**src/include/dcd_pkg.sv**
```systemverilog
/*
  Constants, carrier types and command decode for the direct command
  decoder. Assumes a single 250 MHz system clock and that command
  strobes arrive from logic already on that clock.
*/
// What this block does
// - slow-control 0x5300 resets everything plus cards
// - reset codes 0x5300/0x5302 only from slow control
// - data link value 0x2 means global reset
// - 0x5301 pulses card reset, registers kept
// - data link value 0x8 means card reset
// - 0x5302 returns state machines to initial states
// - state-machine reset keeps config and status
// - data link value 0x4 means state-machine reset
// - 0x5303 cards off 4.0us, then active list
// - 0x5304 starts the instruction sequencer
// - 0x5305 aborts sequencer back to idle
// - 0x5306 sends level1 then level2 accept
// - level1 to level2 delay from 13-bit field
// - level1 on sampling clock, two cycles long
// - level2 aligned to the readout clock
// - 0x5307 clears error and status registers
// - data link value 0x10000 clears status registers
// - 0x5309 clears all counters
// - 0x530a arms sampling clock synchronisation
// - first level0 after arming resets sampling clock
// - direct commands never write result memory
package dcd_pkg;

  // slow-control command codes
  localparam logic [15:0] SC_GLOBAL_RST = 16'h5300;
  localparam logic [15:0] SC_CARD_RST   = 16'h5301;
  localparam logic [15:0] SC_SM_RST     = 16'h5302;
  localparam logic [15:0] SC_RECYCLE    = 16'h5303;
  localparam logic [15:0] SC_SEQ_START  = 16'h5304;
  localparam logic [15:0] SC_SEQ_ABORT  = 16'h5305;
  localparam logic [15:0] SC_SOFT_TRIG  = 16'h5306;
  localparam logic [15:0] SC_CLR_STATUS = 16'h5307;
  localparam logic [15:0] SC_CLR_COUNT  = 16'h5309;
  localparam logic [15:0] SC_ARM_SYNC   = 16'h530a;

  // data link send-command values
  localparam int          DL_W          = 17;
  localparam logic [16:0] DL_GLOBAL_RST = 17'h00002;
  localparam logic [16:0] DL_SM_RST     = 17'h00004;
  localparam logic [16:0] DL_CARD_RST   = 17'h00008;
  localparam logic [16:0] DL_CLR_STATUS = 17'h10000;

  // timing
  localparam int MCLK_PERIOD_NS = 4;
  localparam int CARD_OFF_NS    = 4000; // 4.0 us
  localparam int CARD_OFF_CYC   =
    (CARD_OFF_NS + MCLK_PERIOD_NS - 1) / MCLK_PERIOD_NS;
  localparam int OFF_W          = $clog2(CARD_OFF_CYC + 1);
  localparam int DLY_W          = 13;
  localparam logic [1:0] L1_HOLD_TICKS = 2'h2;

  // one strobe per decoded action
  typedef struct packed {
    logic global_rst;
    logic card_rst;
    logic sm_rst;
    logic recycle;
    logic seq_start;
    logic seq_abort;
    logic soft_trig;
    logic clr_status;
    logic clr_count;
    logic arm_sync;
  } dcd_act_s;

  // software trigger sequence
  typedef enum logic [2:0] {
    TRIG_IDLE,
    TRIG_WAIT_SAMP,
    TRIG_L1,
    TRIG_DELAY,
    TRIG_WAIT_RDO,
    TRIG_L2
  } dcd_trig_e;

  // slow-control codes; anything else gives no action
  function automatic dcd_act_s dcd_decode_sc(input logic [15:0] code);
    dcd_act_s a;
    a = '0;
    if (code == SC_GLOBAL_RST) a.global_rst = 1'b1;
    else if (code == SC_CARD_RST) a.card_rst = 1'b1;
    else if (code == SC_SM_RST) a.sm_rst = 1'b1;
    else if (code == SC_RECYCLE) a.recycle = 1'b1;
    else if (code == SC_SEQ_START) a.seq_start = 1'b1;
    else if (code == SC_SEQ_ABORT) a.seq_abort = 1'b1;
    else if (code == SC_SOFT_TRIG) a.soft_trig = 1'b1;
    else if (code == SC_CLR_STATUS) a.clr_status = 1'b1;
    else if (code == SC_CLR_COUNT) a.clr_count = 1'b1;
    else if (code == SC_ARM_SYNC) a.arm_sync = 1'b1;
    return a;
  endfunction

  // data link values; slow-control codes mean nothing here
  function automatic dcd_act_s dcd_decode_dl(input logic [16:0] val);
    dcd_act_s a;
    a = '0;
    if (val == DL_GLOBAL_RST) a.global_rst = 1'b1;
    else if (val == DL_SM_RST) a.sm_rst = 1'b1;
    else if (val == DL_CARD_RST) a.card_rst = 1'b1;
    else if (val == DL_CLR_STATUS) a.clr_status = 1'b1;
    return a;
  endfunction

endpackage

```
**src/rtl/dcd_edge_sync.sv**
```systemverilog
/*
  Two-flop synchroniser with rising-edge detect for one pin.
  Assumes the pin is slow against mclk (under half its rate).
*/
`timescale 1ns/1ps
module dcd_edge_sync (
  // clock and reset
  input  wire logic mclk,
  input  wire logic nrst,
  // pin side
  input  wire logic pin,
  // synchronised side
  output logic      rise
);

  typedef struct packed {
    logic meta;
    logic stable;
    logic last;
    logic rise;
  } dcd_sync_s;

  dcd_sync_s st;
  dcd_sync_s next_st;

  // meta is read only by the stable flop
  always_comb begin
    next_st        = st;
    next_st.meta   = pin;
    next_st.stable = st.meta;
    next_st.last   = st.stable;
    next_st.rise   = st.stable & ~st.last;
  end

  always_ff @(posedge mclk or negedge nrst) begin
    if (!nrst) begin
      st <= '0;
    end else begin
      st <= next_st;
    end
  end

  assign rise = st.rise;

endmodule

```
**src/rtl/dcd_decoder.sv**
```systemverilog
/*
  Direct command decoder: takes command strobes from the slow-control
  port and the detector data link and turns them into action strobes,
  the card power re-cycle, the software trigger and the sampling clock
  synchronisation. Assumes both command ports are on mclk; sampling
  clock, readout clock and level0 trigger are pins from elsewhere.
*/
`timescale 1ns/1ps
module dcd_decoder
  import dcd_pkg::*;
#(
  parameter int N_CARDS = 32
) (
  // clock and reset
  input  wire logic                       mclk,
  input  wire logic                       nrst,
  // slow-control command port
  input  wire logic                       sc_valid,
  input  wire logic [15:0]                sc_code,
  // detector data link send-command port
  input  wire logic                       dl_valid,
  input  wire logic [dcd_pkg::DL_W-1:0]   dl_value,
  // configuration held elsewhere
  input  wire logic [N_CARDS-1:0]         active_cards,
  input  wire logic [dcd_pkg::DLY_W-1:0]  l1_l2_delay,
  // pins from outside the mclk domain
  input  wire logic                       samp_clk_pin,
  input  wire logic                       rdo_clk_pin,
  input  wire logic                       level0_trigger,
  // reset strobes
  output logic                            global_reset,
  output logic                            card_reset,
  output logic                            sm_reset,
  // sequencer and register strobes
  output logic                            seq_start,
  output logic                            seq_abort,
  output logic                            clear_status,
  output logic                            clear_counters,
  output logic                            result_we,
  // front-end card power
  output logic [N_CARDS-1:0]              card_power,
  output logic                            recycle_busy,
  // triggers to the cards
  output logic                            level1_accept,
  output logic                            level2_accept,
  // sampling clock synchronisation
  output logic                            sync_armed,
  output logic                            samp_clk_reset
);

  typedef struct packed {
    dcd_act_s           strobe;
    logic               result_we;
    logic [N_CARDS-1:0] power;
    logic               recycling;
    logic [OFF_W-1:0]   off_cnt;
    dcd_trig_e          trig;
    logic [1:0]         hold;
    logic [DLY_W-1:0]   dly;
    logic               l1;
    logic               l2;
    logic               armed;
    logic               samp_rst;
  } dcd_reg_s;

  localparam logic [OFF_W-1:0] OFF_LAST =
    OFF_W'(CARD_OFF_CYC - 1);

  dcd_reg_s st;
  dcd_reg_s next_st;
  dcd_act_s sc_act;
  dcd_act_s dl_act;
  dcd_act_s act;
  logic     samp_tick;
  logic     rdo_tick;
  logic     l0_tick;
  logic     sm_init;

  // pins cross into mclk before anything looks at them
  dcd_edge_sync u_samp (
    .mclk (mclk),
    .nrst (nrst),
    .pin  (samp_clk_pin),
    .rise (samp_tick)
  );

  dcd_edge_sync u_rdo (
    .mclk (mclk),
    .nrst (nrst),
    .pin  (rdo_clk_pin),
    .rise (rdo_tick)
  );

  dcd_edge_sync u_l0 (
    .mclk (mclk),
    .nrst (nrst),
    .pin  (level0_trigger),
    .rise (l0_tick)
  );

  // both ports decode in parallel so neither loses a command
  always_comb begin
    sc_act = '0;
    dl_act = '0;
    if (sc_valid) begin
      sc_act = dcd_decode_sc(sc_code);
    end
    if (dl_valid) begin
      dl_act = dcd_decode_dl(dl_value);
    end
    act = sc_act | dl_act;
  end

  // global reset also takes the state machines home
  assign sm_init = act.global_rst | act.sm_rst;

  always_comb begin
    next_st = st;

    // action strobes last exactly one mclk cycle
    next_st.strobe = act;
    next_st.strobe.card_rst = act.card_rst | act.global_rst;
    next_st.strobe.sm_rst = sm_init;

    // no direct command ever writes a result word
    next_st.result_we = 1'b0;

    // card power: follow active list, or hold off while re-cycling
    if (st.recycling) begin
      next_st.power = '0;
      if (st.off_cnt == OFF_LAST) begin
        next_st.recycling = 1'b0;
        next_st.off_cnt   = '0;
        next_st.power     = active_cards;
      end else begin
        next_st.off_cnt = st.off_cnt + 1'b1;
      end
    end else begin
      next_st.power = active_cards;
      if (act.recycle) begin
        next_st.recycling = 1'b1;
        next_st.off_cnt   = '0;
        next_st.power     = '0;
      end
    end
    // a re-cycle request while one runs is dropped here
    if (act.global_rst) begin
      next_st.recycling = 1'b0;
      next_st.off_cnt   = '0;
      next_st.power     = active_cards;
    end

    // software trigger sequence
    case (st.trig)
      TRIG_IDLE: begin
        next_st.l1 = 1'b0;
        next_st.l2 = 1'b0;
        if (act.soft_trig) begin
          next_st.trig = TRIG_WAIT_SAMP;
        end
      end
      TRIG_WAIT_SAMP: begin
        if (samp_tick) begin
          next_st.trig = TRIG_L1;
          next_st.l1   = 1'b1;
          next_st.hold = '0;
        end
      end
      TRIG_L1: begin
        // high across two sampling periods
        if (samp_tick) begin
          if (st.hold == L1_HOLD_TICKS - 2'h1) begin
            next_st.l1   = 1'b0;
            next_st.dly  = l1_l2_delay;
            next_st.trig = TRIG_DELAY;
          end else begin
            next_st.hold = st.hold + 2'h1;
          end
        end
      end
      TRIG_DELAY: begin
        // latency counted in readout clock periods
        if (st.dly == '0) begin
          next_st.trig = TRIG_WAIT_RDO;
        end else if (rdo_tick) begin
          next_st.dly = st.dly - 1'b1;
        end
      end
      TRIG_WAIT_RDO: begin
        if (rdo_tick) begin
          next_st.l2   = 1'b1;
          next_st.trig = TRIG_L2;
        end
      end
      TRIG_L2: begin
        // one readout period wide
        if (rdo_tick) begin
          next_st.l2   = 1'b0;
          next_st.trig = TRIG_IDLE;
        end
      end
      default: begin
        next_st.trig = TRIG_IDLE;
      end
    endcase
    // a trigger command while busy is ignored by the case above
    if (sm_init) begin
      next_st.trig = TRIG_IDLE;
      next_st.l1   = 1'b0;
      next_st.l2   = 1'b0;
      next_st.hold = '0;
      next_st.dly  = '0;
    end

    // sampling clock synchronisation: one shot per arming
    next_st.samp_rst = 1'b0;
    if (st.armed && l0_tick) begin
      next_st.samp_rst = 1'b1;
      next_st.armed    = 1'b0;
    end
    if (act.global_rst) begin
      next_st.armed = 1'b0;
    end
    // arming wins over a level0 in the same cycle
    if (act.arm_sync) begin
      next_st.armed = 1'b1;
    end
  end

  // whole state in one register
  always_ff @(posedge mclk or negedge nrst) begin
    if (!nrst) begin
      st <= '0;
    end else begin
      st <= next_st;
    end
  end

  // outputs straight from state flops
  assign global_reset   = st.strobe.global_rst;
  assign card_reset     = st.strobe.card_rst;
  assign sm_reset       = st.strobe.sm_rst;
  assign seq_start      = st.strobe.seq_start;
  assign seq_abort      = st.strobe.seq_abort;
  assign clear_status   = st.strobe.clr_status;
  assign clear_counters = st.strobe.clr_count;
  assign result_we      = st.result_we;
  assign card_power     = st.power;
  assign recycle_busy   = st.recycling;
  assign level1_accept  = st.l1;
  assign level2_accept  = st.l2;
  assign sync_armed     = st.armed;
  assign samp_clk_reset = st.samp_rst;

endmodule

```
**config.mk**
```make
export PLATFORM = sky130hd
export DESIGN_NAME = dcd_decoder
export DESIGN_NICKNAME = d
export VERILOG_FILES = /design/src/include/dcd_pkg.sv /design/src/rtl/dcd_edge_sync.sv /design/src/rtl/dcd_decoder.sv
export SDC_FILE = /design/constraint.sdc
export NUM_CORES = 1
export LEC_CHECK = 0
export BUFFER_PORTS_ARGS = -buffer_cell sky130_fd_sc_hd__buf_2
export CORE_UTILIZATION = 55
export CTS_CLUSTER_DIAMETER = 120
export CTS_CLUSTER_SIZE = 14
export DETAILED_ROUTE_END_ITERATION = 8
export PLACE_DENSITY = 0.85
export SLEW_MARGIN = 0
export SYNTH_ARGS = -nofsm -noshare
export SYNTH_HDL_FRONTEND = slang
export SYNTH_SLANG_ARGS = --single-unit
```
**constraint.sdc**
```tcl
create_clock -name mclk -period 6.7 [get_ports mclk]
set_input_delay 1.34 -clock mclk [delete_from_list [all_inputs] [get_ports mclk]]
set_output_delay 1.34 -clock mclk [all_outputs]
set_load 0.03 [all_outputs]
```
==> out/results.md <==
| Quantity | Value |
|:---|:---|
| Status | complete, no violations |
| Top achievable clock speed | 310 MHz |
| Final Max Slew Viols | 0 |
| Worst Setup End Kind | register |
| Worst slack on hold paths | 0.355 ns |
| Critical Path Fanout Max | 33 |
| Slew @ Worst Pin | 1.22 ns |
| Via count of the first global-routing pass | 3024 |
| Total standard cell area after synthesis | 4080 um2 |
| Clock sink total | 84 |
| DRC Markers | 0 |
| Worst setup path category | in2reg |
| Insertion delay of the later-clocked pin in the worst-skew pair | 0.37 ns |
| Final GP Congestion | 0.831 |
| Crit. Startpoint | sc_code[9] |
| Worst supply voltage drop on vdd | 0.184 mV |
| Type of the most critical hold path | reg2reg |
| Number of buffers created by CTS | 9 |
| Power, Total | 1.43 mW |
| Via count | 3188 |
| Clock root buffer master | sky130_fd_sc_hd__clkbuf_8 |
| Number of synthesized flops with an enable pin | 0 |
| Deepest clock path buffer count | 2 |
| Fraction of registers with async set/reset | 1.00 |
| Syn_area_per_cell | 10.6 um2 |
| Antenna diode count | 0 |
| Setup_tns | 0 ns |
| Antenna violations before repair | 0 |
| Req. time, crit path | 6.90 ns |
| CTS H-Tree Depth | 3 |
| Setup violators final | 0 |
| Number of filler instances in the final layout | 622 |
| Number of instances in the synthesized netlist | 386 |
| Post-synthesis register bit count | 84 |
| Fin worst setup slack | 3.47 ns |
| Number of setup buffers added after CTS | 0 |
| Final design instance area without fill | 4730 um2 |
| Final worst clock skew | 0.0114 ns |
| Remaining antenna violation count after routing | 0 |
| Max_cap viols | 0 |
| Tmin final | 3.23 ns |
| First-pass iteration count of the detailed router | 4 |
| Worst Path Arrival | 3.42 ns |
| Critical path launch point type | input port |
| Remaining global-route overflow | 0 |
| Die outline width | 88.2 um |
| Count of cell types in the netlist | 63 |
| Starting utilization of the core area | 0.566 |
| Source of the worst register-to-register timing path | st[4] |
| Count of nets after finishing | 567 |
| Top flip-flop cell by instance count after synthesis | sky130_fd_sc_hd__dfrtp_1 |
| DP Wirelength | 5880 um |
| RSZ-0062 raised after global routing | no |
| Count of buffers inserted at the top-level ports | 128 |
| Number of vias per cell after detailed routing | 5.47 |
| Top library cells by usage in the layout, fill and taps aside | sky130_fd_sc_hd__buf_2 (127), sky130_fd_sc_hd__dfrtp_1 (84), sky130_fd_sc_hd__nor2b_1 (37), sky130_fd_sc_hd__nor2_1 (27), sky130_fd_sc_hd__nand2_1 (21) |
| Post-DP Area | 4520 um2 |
| Cts hold-fix bufs | 0 |
| Standard-cell row count | 31 |
| Leading cell type in the layout, fill and taps excluded | sky130_fd_sc_hd__buf_2 |
| Share of cells above drive strength 1 | 0.333 |
| Startpoint of the most critical hold path | u_l0.next_st[2] |
| Final period utilization | 0.482 |
| TritonCTS clock tree | built |
| Clock transition at the registers of the reported paths | 0.09 ns |
| Total wire length after detailed routing | 8220 um |
| Fraction of the yosys area taken by sequential cells | 0.515 |
| Die Y | 88.2 um |
| Total count of hold-check failures in the final report | 0 |
| Area of the die | 7770 um2 |
| Violation count after the first detailed-routing iteration | 115 |
| Count of cells resized by post-cts repair | 0 |
| Power per standard cell area | 303 nW/um2 |
| Average wire length per cell after detail routing | 14.1 um |
| Syn_nets | 474 |
| Wire length of the first global-routing pass | 13400 um |
| Pleak | 2.19 nW |
| Relative slew slack | 0.188 |
| Pin count of the biggest net entering global routing | 85 |
| Setup Slack @ Placement | 3.05 ns |
| Total routing resource utilization after global routing | 0.227 |
| Area overhead of the layout relative to synthesis | 15.8% |
| Number of primary I/O pins | 130 |
| Yosys warns | 0 |
| Core area | 7210 um2 |
[worst paths after layout]
check	end	slack, ns	cells after the start
max	card_power[21]	3.47	6
min in group asynchronous	st[21]	1.14	1
max in group asynchronous	card_power[20]	4.90	1
min	u_l0.next_st[1]	0.35	0
min reg2reg	u_l0.next_st[1]	0.35	0
max reg2reg	st[13]	4.35	7
[routing by layer]
metal | GRT usage | up-vias | share of wire
met3 | 0.0867 | 13 | 0.060
met1 | 0.274 | 1545 | 0.42
li1 | - | 1549 | -
met2 | 0.376 | 81 | 0.50
met4 | 0.0733 | 0 | 0.015
met5 | 0 | - | 0
[cell families after synthesis]
family,Yosys count,share of synthesized area
simple gates,162,0.233
flops,84,0.515
compound gates,77,0.139
buf+inv,52,0.0867
xor+xnor,4,0.00858
fa+ha+maj,3,0.00919
mux,3,0.00766
other cells,1,0.000918
[sequential cells by signal, summed over array words and instances, names as in the netlist, 2 cells and up]
register / count
u_samp.next_st: 2
card_power: 32
u_l0.next_st: 2
st: 28
u_rdo.next_st: 2
[synth_stat cells, types with 5 or more instances]
| master | count | area (um2) |
|---|---|---|
| sky130_fd_sc_hd__o21ai_0 | 17 | 85.1 |
| sky130_fd_sc_hd__clkbuf_1 | 6 | 22.5 |
| sky130_fd_sc_hd__a211oi_1 | 5 | 37.5 |
| sky130_fd_sc_hd__nor4b_1 | 5 | 43.8 |
| sky130_fd_sc_hd__nor2b_1 | 37 | 231 |
| sky130_fd_sc_hd__inv_1 | 5 | 18.8 |
| sky130_fd_sc_hd__nand2_1 | 21 | 78.8 |
| sky130_fd_sc_hd__dfrtp_1 | 84 | 2100 |
| sky130_fd_sc_hd__a21oi_1 | 13 | 65.1 |
| sky130_fd_sc_hd__buf_4 | 33 | 248 |
| sky130_fd_sc_hd__nor4_1 | 12 | 75.1 |
| sky130_fd_sc_hd__nand2b_1 | 6 | 37.5 |
| sky130_fd_sc_hd__o211ai_1 | 6 | 45.0 |
| sky130_fd_sc_hd__nor2_1 | 27 | 101 |
| sky130_fd_sc_hd__nor3_1 | 16 | 80.1 |
| sky130_fd_sc_hd__a221o_1 | 6 | 60.1 |
| sky130_fd_sc_hd__and2_1 | 5 | 31.3 |
[critical path, stage by stage]
cell	delay, ns
sky130_fd_sc_hd__buf_2	0.09
sky130_fd_sc_hd__and4bb_2	0.24
sky130_fd_sc_hd__and4_1	0.25
sky130_fd_sc_hd__a22o_1	0.39
sky130_fd_sc_hd__nor2_2	0.98
sky130_fd_sc_hd__nor2b_1	0.13
[per-stage QoR]
step	utilization	std cells
5_1_grt	0.655	583
2_1_floorplan	-	386
4_1_cts	0.655	583
3_3_place_gp	0.627	567
3_5_place_dp	0.627	567
6_report	0.655	583
[where the power goes]
part | switching [mW] | total [mW] | internal [mW]
sequential | 0.0692 | 0.642 | 0.573
clock | 0.199 | 0.379 | 0.179
combinational | 0.239 | 0.411 | 0.172
[area by class of cell]
class / count / area [um2] / share of cell area
clock buffer: 9 / 124 / 0.0262
clock inverter: 7 / 81.3 / 0.0172
inverter: 5 / 18.8 / 0.00397
multi-input combinational: 250 / 1630 / 0.344
sequential: 84 / 2100 / 0.445
tap: 99 / 124 / 0.0262
timing repair buffer: 129 / 651 / 0.138
Power figures use the tool's default switching activity.
